===== src/verilog/ivec_regs.svh =====
/*
 offsets, vector addresses and field positions of the vectoring unit.
 assumes: included by the package and the top module by bare name.
*/
`ifndef IVEC_REGS_SVH
`define IVEC_REGS_SVH
// fixed vector entries, low address of each 4-byte slot
`define IVEC_VEC_UND 20'hfffdc
`define IVEC_VEC_OVF 20'hfffe0
`define IVEC_VEC_BRK 20'hfffe4
`define IVEC_VEC_AMATCH 20'hfffe8
`define IVEC_VEC_SSTEP 20'hfffec
`define IVEC_VEC_WDT 20'hffff0
`define IVEC_VEC_DBC 20'hffff4
`define IVEC_VEC_NMI 20'hffff8
`define IVEC_VEC_RESET 20'hffffc
`define IVEC_VEC_HI_OFS 20'h00003
`define IVEC_BRK_ERASED 8'hff
// software number ranges
`define IVEC_SWI_UPPER_BIT 5
`define IVEC_PER_LO1 6'h05
`define IVEC_PER_HI1 6'h1f
`define IVEC_PER_LO2 6'h29
`define IVEC_PER_HI2 6'h33
// register byte offsets
`define IVEC_OFS_STATUS 12'h000
`define IVEC_STAT_U_BIT 1
`define IVEC_OFS_LASTVEC 12'h004
`define IVEC_OFS_TBASE 12'h008
`define IVEC_OFS_MEN 12'h00c
`define IVEC_MADR_PAGE 8'h01
`define IVEC_OFS_IDSEL 12'h020
`define IVEC_OFS_IDADDR 12'h024
`define IVEC_PRIO_PAGE 4'h1
`define IVEC_IDSEL_MAX 4'h8
// bus answers
`define IVEC_RESP_OKAY 2'b00
`define IVEC_RESP_SLVERR 2'b10
`endif


===== src/verilog/ivec_pkg.sv =====
/*
 types of the vectoring unit: instruction classes, sources, state.
 assumes: ivec_regs.svh on the include path.
*/
`include "ivec_regs.svh"
package ivec_pkg;
  // instruction class reported by the core at each boundary
  typedef enum logic [2:0] {
    OP_NONE = 3'h0, OP_ILLEGAL = 3'h1, OP_OVF_TRAP = 3'h2, OP_BRK = 3'h3,
    OP_SWI = 3'h4, OP_ARITH = 3'h5, OP_RETI = 3'h6
  } ivec_op_t;
  // source of an accepted interrupt
  typedef enum logic [3:0] {
    SRC_NONE = 4'h0, SRC_ILLEGAL = 4'h1, SRC_OVF = 4'h2, SRC_BRK = 4'h3,
    SRC_SWI = 4'h4, SRC_AMATCH = 4'h5, SRC_SSTEP = 4'h6, SRC_WDT = 4'h7,
    SRC_DBC = 4'h8, SRC_NMI = 4'h9, SRC_PERIPH = 4'ha
  } ivec_src_t;
  // whole state of the unit
  typedef struct packed {
    logic aw_held;
    logic [11:0] awaddr;
    logic w_held;
    logic [31:0] wdata;
    logic [3:0] wstrb;
    logic awready;
    logic wready;
    logic bvalid;
    logic [1:0] bresp;
    logic arready;
    logic rvalid;
    logic [31:0] rdata;
    logic [1:0] rresp;
    logic [19:0] tbase;
    logic [3:0] men;
    logic [3:0][19:0] madr;
    logic [3:0] idsel;
    logic [63:0][2:0] prio;
    logic ovf;
    logic usel;
    logic [3:0] ustk;
    logic [3:0] urst;
    logic nmi_s1;
    logic nmi_s2;
    logic nmi_s3;
    logic pend_nmi;
    logic pend_wdt;
    logic pend_dbc;
    logic pend_sstep;
    logic take;
    logic [19:0] vec;
    ivec_src_t src;
    logic ack;
    logic [5:0] ack_num;
  } ivec_state_t;
endpackage


===== src/verilog/ivec_unit.sv =====
/*
 interrupt source classification and vector selection, axi4-lite regs.
 assumes: core presents one instruction boundary per exec_valid pulse and
 honours take by branching through take_vec; peripheral lines are levels.
*/
//
// How it works
// RULE_01: trap instructions ignore enable flag and levels
// RULE_02: illegal opcode vectors through lowest fixed entry
// RULE_03: overflow trap fires only with overflow set
// RULE_04: arithmetic instructions update the overflow flag
// RULE_05: breakpoint vectors through its own entry
// RULE_06: software vector takes numbers 0 to 63
// RULE_07: peripheral numbers share peripheral vectors
// RULE_08: lower numbers push, clear, restore stack select
// RULE_09: upper numbers leave stack select alone
// RULE_10: special hardware sources are never masked
// RULE_11: falling edge on nmi pin raises nmi
// RULE_12: debugger and single-step left to tools
// RULE_13: software reinitialises watchdog after its interrupt
// RULE_14: oscillator stop shares the watchdog vector
// RULE_15: enabled address match fires before instruction
// RULE_16: peripheral interrupt only on acknowledge, maskable
// RULE_17: enable flag and levels gate maskable ones
// RULE_18: four-byte vectors hold handler addresses
// RULE_19: fixed table at top, reset entry last
// RULE_20: fixed vector high bytes hold id code
// RULE_21: relocatable table is 256 bytes at base
// RULE_22: erased breakpoint high byte uses relocatable entry
`timescale 1ns/1ps
`include "ivec_regs.svh"
module ivec_unit
  import ivec_pkg::*;
(
  input wire logic aclk,
  input wire logic aresetn,
  input wire logic [11:0] s_axi_awaddr,
  input wire logic s_axi_awvalid,
  output logic s_axi_awready,
  input wire logic [31:0] s_axi_wdata,
  input wire logic [3:0] s_axi_wstrb,
  input wire logic s_axi_wvalid,
  output logic s_axi_wready,
  output logic [1:0] s_axi_bresp,
  output logic s_axi_bvalid,
  input wire logic s_axi_bready,
  input wire logic [11:0] s_axi_araddr,
  input wire logic s_axi_arvalid,
  output logic s_axi_arready,
  output logic [31:0] s_axi_rdata,
  output logic [1:0] s_axi_rresp,
  output logic s_axi_rvalid,
  input wire logic s_axi_rready,
  input wire logic exec_valid,
  input wire ivec_op_t exec_op,
  input wire logic [5:0] exec_num,
  input wire logic exec_ovf,
  input wire logic [19:0] exec_pc,
  input wire logic i_flag,
  input wire logic [2:0] ipl,
  input wire logic [63:0] periph_req,
  input wire logic wdt_evt,
  input wire logic osc_evt,
  input wire logic dbc_evt,
  input wire logic sstep_evt,
  input wire logic nmi_pin_n,
  input wire logic [7:0] brk_vec_hi,
  output logic take,
  output logic [19:0] take_vec,
  output ivec_src_t take_src,
  output logic periph_ack,
  output logic [5:0] periph_ack_num,
  output logic stack_sel,
  output logic ovf_flag
);

  //////////////////////////////////////////////////////////////////////
  // helpers

  // numbers owned by peripheral sources
  function automatic logic is_periph(input logic [5:0] n);
    is_periph = (n >= `IVEC_PER_LO1 && n <= `IVEC_PER_HI1) ||
                (n >= `IVEC_PER_LO2 && n <= `IVEC_PER_HI2);
  endfunction

  // relocatable entry: base plus four bytes per number
  function automatic logic [19:0] reloc(input logic [19:0] b, input logic [5:0] n);
    reloc = b + {12'h000, n, 2'b00}; // [RULE_21] [RULE_18]
  endfunction

  // byte-lane merge of a write
  function automatic logic [31:0] merge(input logic [31:0] o, input logic [31:0] d,
                                        input logic [3:0] st);
    merge = o;
    for (int i = 0; i < 4; i++) begin
      if (st[i]) begin
        merge[i*8 +: 8] = d[i*8 +: 8];
      end
    end
  endfunction

  // high-byte address of fixed entry k, where the id code lives
  function automatic logic [19:0] fixed_hi(input logic [3:0] k);
    fixed_hi = `IVEC_VEC_UND + {14'h0000, k, 2'b00} + `IVEC_VEC_HI_OFS; // [RULE_20]
  endfunction

  //////////////////////////////////////////////////////////////////////
  // state

  ivec_state_t s_reg; // all flops
  ivec_state_t s_next; // next value
  logic amatch; // enabled match on this boundary
  logic hw_any; // special source pending
  logic [5:0] best_n; // best peripheral number
  logic [2:0] best_l; // its level
  logic best_v; // one is asking
  logic nmi_fall; // synced falling edge
  logic [11:0] wa; // held write address

  // peripheral arbitration: highest level, lowest number on a tie
  always_comb begin
    best_n = 6'h00;
    best_l = 3'h0;
    best_v = 1'b0;
    for (int i = 0; i < 64; i++) begin
      if (periph_req[i] && is_periph(6'(i)) && (!best_v || s_reg.prio[i] > best_l)) begin
        best_v = 1'b1;
        best_n = 6'(i);
        best_l = s_reg.prio[i];
      end
    end
  end

  // address compare against four enabled match registers
  always_comb begin
    amatch = 1'b0;
    for (int i = 0; i < 4; i++) begin
      if (s_reg.men[i] && s_reg.madr[i] == exec_pc) begin
        amatch = 1'b1; // [RULE_15]
      end
    end
  end

  assign nmi_fall = s_reg.nmi_s3 & ~s_reg.nmi_s2; // [RULE_11]
  assign hw_any = s_reg.pend_nmi | s_reg.pend_wdt | s_reg.pend_dbc | s_reg.pend_sstep;
  assign wa = s_reg.awaddr;

  //////////////////////////////////////////////////////////////////////
  // next state

  always_comb begin
    logic tk; // interrupt accepted now
    logic keep_u; // leave stack select as is
    s_next = s_reg;
    tk = 1'b0;
    keep_u = 1'b0;
    s_next.take = 1'b0;
    s_next.ack = 1'b0;
    // nmi pin synchroniser, third stage only for the edge
    s_next.nmi_s1 = nmi_pin_n;
    s_next.nmi_s2 = s_reg.nmi_s1;
    s_next.nmi_s3 = s_reg.nmi_s2;
    // boundary decision, specials first
    if (exec_valid) begin
      if (s_reg.pend_nmi) begin
        tk = 1'b1; // [RULE_10]
        s_next.pend_nmi = 1'b0;
        s_next.vec = `IVEC_VEC_NMI; // [RULE_11]
        s_next.src = SRC_NMI;
      end else if (s_reg.pend_wdt) begin
        tk = 1'b1; // [RULE_10]
        s_next.pend_wdt = 1'b0;
        s_next.vec = `IVEC_VEC_WDT; // [RULE_14]
        s_next.src = SRC_WDT;
      end else if (s_reg.pend_dbc) begin
        tk = 1'b1; // [RULE_10]
        s_next.pend_dbc = 1'b0;
        s_next.vec = `IVEC_VEC_DBC;
        s_next.src = SRC_DBC;
      end else if (s_reg.pend_sstep) begin
        tk = 1'b1; // [RULE_10]
        s_next.pend_sstep = 1'b0;
        s_next.vec = `IVEC_VEC_SSTEP;
        s_next.src = SRC_SSTEP;
      end else if (amatch) begin
        // taken before the instruction runs
        tk = 1'b1; // [RULE_15]
        s_next.vec = `IVEC_VEC_AMATCH;
        s_next.src = SRC_AMATCH;
      end else begin
        // trap instructions bypass i_flag and levels
        case (exec_op)
          OP_ILLEGAL: begin
            tk = 1'b1; // [RULE_01]
            s_next.vec = `IVEC_VEC_UND; // [RULE_02]
            s_next.src = SRC_ILLEGAL;
          end
          OP_OVF_TRAP: begin
            if (s_reg.ovf) begin
              tk = 1'b1; // [RULE_03] [RULE_01]
              s_next.vec = `IVEC_VEC_OVF;
              s_next.src = SRC_OVF;
            end
          end
          OP_BRK: begin
            tk = 1'b1; // [RULE_05] [RULE_01]
            s_next.src = SRC_BRK;
            if (brk_vec_hi == `IVEC_BRK_ERASED) begin
              s_next.vec = reloc(s_reg.tbase, 6'h00); // [RULE_22]
            end else begin
              s_next.vec = `IVEC_VEC_BRK;
            end
          end
          OP_SWI: begin
            tk = 1'b1; // [RULE_06] [RULE_01]
            s_next.vec = reloc(s_reg.tbase, exec_num); // [RULE_07]
            s_next.src = SRC_SWI;
            keep_u = exec_num[`IVEC_SWI_UPPER_BIT]; // [RULE_09]
          end
          OP_ARITH: begin
            s_next.ovf = exec_ovf; // [RULE_04]
          end
          OP_RETI: begin
            // pop; restore only what a push saved
            if (s_reg.urst[0]) begin
              s_next.usel = s_reg.ustk[0]; // [RULE_08]
            end
            s_next.ustk = {1'b0, s_reg.ustk[3:1]};
            s_next.urst = {1'b0, s_reg.urst[3:1]};
          end
          default: begin
          end
        endcase
        // maskable peripheral acceptance when nothing else won
        if (!tk && best_v && i_flag && best_l > ipl) begin
          tk = 1'b1; // [RULE_17]
          s_next.ack = 1'b1; // [RULE_16]
          s_next.ack_num = best_n;
          s_next.vec = reloc(s_reg.tbase, best_n);
          s_next.src = SRC_PERIPH;
        end
      end
    end
    // stack select save on acceptance, clear unless an upper software number
    if (tk) begin
      s_next.take = 1'b1;
      s_next.ustk = {s_reg.ustk[2:0], s_reg.usel};
      s_next.urst = {s_reg.urst[2:0], !keep_u};
      if (!keep_u) begin
        s_next.usel = 1'b0; // [RULE_08]
      end
    end
    // special events: set wins over the clear above
    if (nmi_fall) begin
      s_next.pend_nmi = 1'b1; // [RULE_11]
    end
    if (wdt_evt || osc_evt) begin
      s_next.pend_wdt = 1'b1; // [RULE_14]
    end
    if (dbc_evt) begin
      s_next.pend_dbc = 1'b1;
    end
    if (sstep_evt) begin
      s_next.pend_sstep = 1'b1;
    end
    // write address and data taken independently
    if (s_axi_awvalid && s_reg.awready) begin
      s_next.aw_held = 1'b1;
      s_next.awaddr = s_axi_awaddr;
    end
    if (s_axi_wvalid && s_reg.wready) begin
      s_next.w_held = 1'b1;
      s_next.wdata = s_axi_wdata;
      s_next.wstrb = s_axi_wstrb;
    end
    // write once both halves are in
    if (s_reg.aw_held && s_reg.w_held && !s_reg.bvalid) begin
      s_next.aw_held = 1'b0;
      s_next.w_held = 1'b0;
      s_next.bvalid = 1'b1;
      s_next.bresp = `IVEC_RESP_OKAY;
      if (wa == `IVEC_OFS_TBASE) begin
        s_next.tbase = 20'(merge({12'h000, s_reg.tbase}, s_reg.wdata, s_reg.wstrb));
      end else if (wa == `IVEC_OFS_MEN) begin
        s_next.men = 4'(merge({28'h0, s_reg.men}, s_reg.wdata, s_reg.wstrb));
      end else if (wa[11:4] == `IVEC_MADR_PAGE) begin
        s_next.madr[wa[3:2]] =
          20'(merge({12'h000, s_reg.madr[wa[3:2]]}, s_reg.wdata, s_reg.wstrb));
      end else if (wa == `IVEC_OFS_IDSEL) begin
        s_next.idsel = 4'(merge({28'h0, s_reg.idsel}, s_reg.wdata, s_reg.wstrb));
      end else if (wa[11:8] == `IVEC_PRIO_PAGE && is_periph(wa[7:2])) begin
        s_next.prio[wa[7:2]] =
          3'(merge({29'h0, s_reg.prio[wa[7:2]]}, s_reg.wdata, s_reg.wstrb));
      end else if (wa == `IVEC_OFS_STATUS) begin
        s_next.usel = s_reg.wdata[`IVEC_STAT_U_BIT]; // software picks the stack
      end else begin
        s_next.bresp = `IVEC_RESP_SLVERR; // read-only or unmapped
      end
    end
    // response retires on bready
    if (s_reg.bvalid && s_axi_bready) begin
      s_next.bvalid = 1'b0;
    end
    // read: data ready the cycle after the address
    if (s_reg.rvalid && s_axi_rready) begin
      s_next.rvalid = 1'b0;
    end
    if (s_axi_arvalid && s_reg.arready) begin
      s_next.rvalid = 1'b1;
      s_next.rresp = `IVEC_RESP_OKAY;
      s_next.rdata = 32'h0;
      if (s_axi_araddr == `IVEC_OFS_STATUS) begin
        s_next.rdata = {20'h0, s_reg.src, s_reg.pend_nmi, s_reg.pend_wdt,
                        s_reg.pend_dbc, s_reg.pend_sstep, 2'b00, s_reg.usel, s_reg.ovf};
      end else if (s_axi_araddr == `IVEC_OFS_LASTVEC) begin
        s_next.rdata = {12'h000, s_reg.vec};
      end else if (s_axi_araddr == `IVEC_OFS_TBASE) begin
        s_next.rdata = {12'h000, s_reg.tbase};
      end else if (s_axi_araddr == `IVEC_OFS_MEN) begin
        s_next.rdata = {28'h0, s_reg.men};
      end else if (s_axi_araddr[11:4] == `IVEC_MADR_PAGE) begin
        s_next.rdata = {12'h000, s_reg.madr[s_axi_araddr[3:2]]};
      end else if (s_axi_araddr == `IVEC_OFS_IDSEL) begin
        s_next.rdata = {28'h0, s_reg.idsel};
      end else if (s_axi_araddr == `IVEC_OFS_IDADDR) begin
        if (s_reg.idsel <= `IVEC_IDSEL_MAX) begin
          s_next.rdata = {12'h000, fixed_hi(s_reg.idsel)}; // [RULE_19] [RULE_20]
        end
      end else if (s_axi_araddr[11:8] == `IVEC_PRIO_PAGE) begin
        s_next.rdata = {29'h0, s_reg.prio[s_axi_araddr[7:2]]};
      end else begin
        s_next.rresp = `IVEC_RESP_SLVERR;
      end
    end
    // readies: one write and one read in flight
    s_next.awready = !s_next.aw_held && !s_next.bvalid;
    s_next.wready = !s_next.w_held && !s_next.bvalid;
    s_next.arready = !s_next.rvalid;
  end

  // single register stage, synchronous reset
  always_ff @(posedge aclk) begin
    if (!aresetn) begin
      s_reg <= '0;
    end else begin
      s_reg <= s_next;
    end
  end

  //////////////////////////////////////////////////////////////////////
  // outputs straight from flops

  assign s_axi_awready = s_reg.awready;
  assign s_axi_wready = s_reg.wready;
  assign s_axi_bvalid = s_reg.bvalid;
  assign s_axi_bresp = s_reg.bresp;
  assign s_axi_arready = s_reg.arready;
  assign s_axi_rvalid = s_reg.rvalid;
  assign s_axi_rdata = s_reg.rdata;
  assign s_axi_rresp = s_reg.rresp;
  assign take = s_reg.take;
  assign take_vec = s_reg.vec;
  assign take_src = s_reg.src;
  assign periph_ack = s_reg.ack;
  assign periph_ack_num = s_reg.ack_num;
  assign stack_sel = s_reg.usel;
  assign ovf_flag = s_reg.ovf;
endmodule


===== config.mk =====
export PLATFORM = sky130hd
export DESIGN_NAME = ivec_unit
export DESIGN_NICKNAME = d
export VERILOG_FILES = /design/src/verilog/ivec_pkg.sv /design/src/verilog/ivec_unit.sv
export VERILOG_INCLUDE_DIRS = /design/src /design/src/verilog
export SDC_FILE = /design/constraint.sdc
export NUM_CORES = 1
export LEC_CHECK = 0
export ABC_AREA = 1
export BUFFER_PORTS_ARGS = -buffer_cell sky130_fd_sc_hd__buf_4
export CORE_MARGIN = 1
export CORE_UTILIZATION = 50
export DETAILED_ROUTE_END_ITERATION = 10
export PLACE_DENSITY = 0.71
export SYNTH_ARGS = -nofsm -noshare
export SYNTH_HDL_FRONTEND = slang
export SYNTH_SLANG_ARGS = --single-unit

===== constraint.sdc =====
create_clock -name aclk -period 111.6 [get_ports aclk]
set_input_delay 5.58 -clock aclk [delete_from_list [all_inputs] [get_ports aclk]]
set_output_delay 5.58 -clock aclk [all_outputs]
set_load 0.01 [all_outputs]

Word level (Yosys, flattened, before mapping)
Cells that the tools add are included.
{"block": "totals", "register_bits": 440, "word_cells": 611, "inputBits": 179}
{"block": "op_classes", "n_eq_ne": 35, "magnitude_cmp": 49, "mux": 242, "n_addsub": 4, "bitwise": 13, "reduce_logical": 166}
{"cell": "two-way mux 20 bit", "n": 12}
{"cell": "bitwise mux 192 bit", "n": 1}
{"cell": "two-way mux 3 bit", "n": 54}
{"cell": "two-way mux 24 bit", "n": 6}
{"cell": "two-way mux 6 bit", "n": 24}
{"cell": "> comparator 3 bit", "n": 38}
{"cell": "case mux 24 bit (4 select lines)", "n": 1}
{"cell": "two-way mux 1 bit", "n": 82}
{"cell": "binary-select mux 20 bit (select 2 bit)", "n": 2}
{"cell": "bitwise mux 80 bit", "n": 1}
{"cell": "equality test 20 bit", "n": 4}
{"cell": "two-way mux 8 bit", "n": 10}
{"cell": "two-way mux 9 bit", "n": 8}
{"cell": "logical AND 1 bit", "n": 58}
{"cell": "two-way mux 4 bit", "n": 14}
{"cell": "equality test 12 x 4 -> 1 bit (second input constant)", "n": 4}
{"cell": "logical NOT 1 bit", "n": 44}
{"cell": "adder 20 x 8 -> 20 bit", "n": 2}
{"cell": "demux 20 bit (select 2 bit)", "n": 1}
{"cell": "logical OR 1 bit", "n": 39}
{"cell": "two-way mux 37 bit", "n": 1}
{"cell": "binary-select mux 3 bit (select 6 bit)", "n": 2}
{"cell": "equality test 12 x 6 -> 1 bit (second input constant)", "n": 3}
{"cell": "two-way mux 35 bit", "n": 1}
{"cell": "39 further kinds", "n": 97}

Longest topological paths before layout
{"block": "logic_depth", "ltp_word": 167, "depth_mapped": 374, "depth_no_buf": 374}

Worst setup path after synthesis
No wires, ideal clock.
{"block": "synth_timing", "path_type": "input to register", "startpoint": "input periph_req[5]", "endpoint": "register s_reg (netlist bit take_vec[12])", "arrival_time_ns": 43.871, "setup_slack_ns": 67.610, "path_stages": 356, "required_time_ns": 111.481, "path_cell_list": "nand2_1 ha_1 a21oi_1 nand2_1 nand2_1 nand2_1 nand2_2 nand2_1 and2_1 ha_1 a21oi_1 o21ai_1 nand2_1 nand2_1 nand2_1 nand3_2 nand2_1 ha_1 [... 320 more ...] nand2_1 nand2_1 nand2_1 inv_1 nand2_1 nand2_1 ha_1 nand2_1 o21a_1 nor3_1 nand2_1 inv_1 nor3_1 nor2_1 clkinv_1 nor2_1 inv_1 o221a_2"}
{"block": "synth_via", "elab_chain_cells": 158, "word_cells_on_any_way": 276, "cone_classes": "add/sub: 1; order compare: 38; eq/ne: 1; mux: 120; reduce/logical: 116"}
{"item": "start: declaration", "line_no": "ivec_unit.sv:61", "rtl": "input wire logic [63:0] periph_req,"}
{"item": "parallel branches: the longest is 158 deep, another holds > comparator 3 bit"}
{"item": "end signal: assignment", "line_no": "ivec_unit.sv:346", "rtl": "s_reg <= s_next;"}
{"item": "end: declaration", "line_no": "ivec_unit.sv:110", "rtl": "ivec_state_t s_reg;"}
Several ways; the timed one is not identified.
A chain may end at the register's enable or synchronous reset.

Worst setup path in the final report
Ends and elaborated chain as after synthesis.

==> metrics.txt <==
synthesized area per cell approximately 6.6 sq um; synthesized instance count between 4,000 and 5,000; Synth Area in Compound Gates between 20% and 30%; die footprint roughly 55,000 sq um; outcome complete, no violations; DR iter-0 viols ~3,400; Final Cycle Share between 40% and 50%; cts bufs inserted 46; CP arrival around 52,000 ps; area leader, netlist dfxtp_1; register area slightly above 8000 sq um; # DRC 0; die width 234.6 um; footprint of the multi-input gates approximately 15,000 sq um; Hold Buf Count CTS 0; htree depth 2; number of routed nets with antenna violations 0; Netlist Area Pre-Place roughly 27,000 sq um; RSZ-0062 raised after global routing false; CP Capture Type flip-flop; layout cells sized above 1 roughly 11%; Synth Area in Adders 4.726%; main flop type after synthesis dfxtp_1; worst-margin pin slew ~1200 ps; Setup TNS Final 0 ps; Yosys reg bits slightly above 400; filler cell count roughly 5,300; Crit path required time ~110,000 ps; HPWL after DPL just under 70,000 um; I/O pin count 254; Core Region ~53,000 sq um; area grow syn2layout 11.75%; count of input and output buffers 200; CP max stage cell nor2_1; Worst-path clk slew about 60 ps; warnings from Yosys 0; xor/xnor cell area share of the yosys netlist 1.716%; clock buffer depth 3; drt wl/cell just under 20 um; starting density of the core between 50% and 60%; Worst Hold Class flip-flop to flip-flop; Unique masters post-synth 57; root buffer cell clkbuf_16; max reg flops 338; DR vias/cell about 6; CTS tree yes; Crit Path Category input pin to flip-flop; first-pass GRT wire length ~140,000 um; vias in the first global route about 26,000; CTS resizes 0; crit-path most repeated cell o21ai_0; number of synthesized flops with an enable pin 0; Final nets ~4,400; commonest cells in the netlist 673 x inv_1, 634 x nand2_1, 499 x o21ai_0; vias 28,349; Post-Layout Inst Area between 30,000 and 40,000 sq um; largest net degree at the start of global routing 93; RD Place Congestion between 0.9 and 1; Rel. slew slack a little under 20%; Async SR Flop Fraction 0%; # rows between 80 and 90; CP max stage delay 850 ps; Final Skew between 15 and 20 ps; WL final about 94,000 um; final slew viol count 0; multiplexer area fraction after synthesis 0%; Area after DPL 28,680 sq um; Sink Count a little over 400; CP max FO 30; sequential share of the synthesized area between 30% and 40%; GRT Util Overall between 30% and 40%; die height around 230 um; drt first pass iters 8; worst skew pair latency 600 ps; maxcap violations 0; endpoints failing setup 0; main combinational cell family by area after synthesis compound AO/OA/AOI/OAI gates; Final min period 51,210 ps; area share of the largest cell type after synthesis roughly 31%; post-CTS setup buffer count 0; initial antenna violation count 2; most frequent cell after synthesis inv_1; CP Launch Type input pin; Synth Area in Simple Gates 22.82%; Area contributors post-synth dfxtp_1 31%, inv_1 9.3%, o21ai_0 9.2%; GRT overflow 0; fmax 0.01953 GHz; Hold Vio Cnt, Final 0
[cell type report]
type                    instances  area share, %
inverters                     686          8.533
clock buffers                  65          4.445
diodes                          1       0.008277
flip-flops and latches        413          27.35
repair buffers                234          5.823
well taps                     688          2.847
clock inverters                16         0.6994
multi-input cells            2752          50.30
[metrics by stage]
step,hold WS [ps],setup WS [ps],cells,utilization (%)
floorplan,390.5,67610,4085,-
global placement,413.4,61080,4773,54.14
detailed placement,416.4,60200,4773,54.14
CTS,425.5,60520,4854,57.07
global route,442.1,54470,4855,57.08
finish,424.5,60390,4855,57.08
[cells by family (layout without fill, tap and decap cells)]
logic type / count (synthesis) / in the layout
AND/OR/NAND/NOR: 1345 / 1345
AO/OA/AOI/OAI: 1239 / 1239
buffers and inverters: 920 / 1001
flip-flops: 413 / 413
adder cells (fa/ha/maj): 101 / 101
XOR/XNOR: 53 / 53
other: 1 / 15
[critical path, delay by kind of cell]
| kind | cells | cell delay, ps |
|---|---|---|
| and+or+nand+nor | 184 | 16830 |
| AOI/OAI and AO/OA | 85 | 13800 |
| adders and majority gates | 38 | 11420 |
| buffers and inverters | 45 | 4010 |
[layer usage]
metal | track usage [%] | part of all wire, % | vias to the layer above
li1 | - | - | 13771
met1 | 46.11 | 43 | 12964
met2 | 50.01 | 43 | 1429
met3 | 6.743 | 11 | 183
met4 | 10.57 | 2.8 | 2
met5 | 0 | 0.011 | -
[worst paths after layout]
| path | startpoint | end | slack, ps | cells past startpoint |
|---|---|---|---|---|
| max | periph_req[5] | take_vec[12] | 60390 | 352 |
| min | s_reg[228] | s_reg[228] | 420 | 2 |
| max reg2reg | s_reg[66] | take_vec[12] | 65150 | 351 |
| min reg2reg | s_reg[228] | s_reg[228] | 420 | 2 |
[cell usage in the layout, fill, tap and decap left out, types with 30 or more instances in the layout]
cell type  instances
nand2_1          631
inv_1            671
nand2_2           57
a22oi_1           35
clkbuf_16         47
nand2_4           39
ha_1              99
nand3_2           33
nor4_1            34
buf_4            233
nor2_1           311
o22ai_1          136
nor3_1            48
o211ai_1          44
a31oi_1           30
xor2_1            40
o21ai_0          497
dfxtp_1          413
a21oi_1          331
nand3_1          120
Power is not shown: default switching activity piles up to over one toggle a cycle in this logic, so the estimate is an artifact.
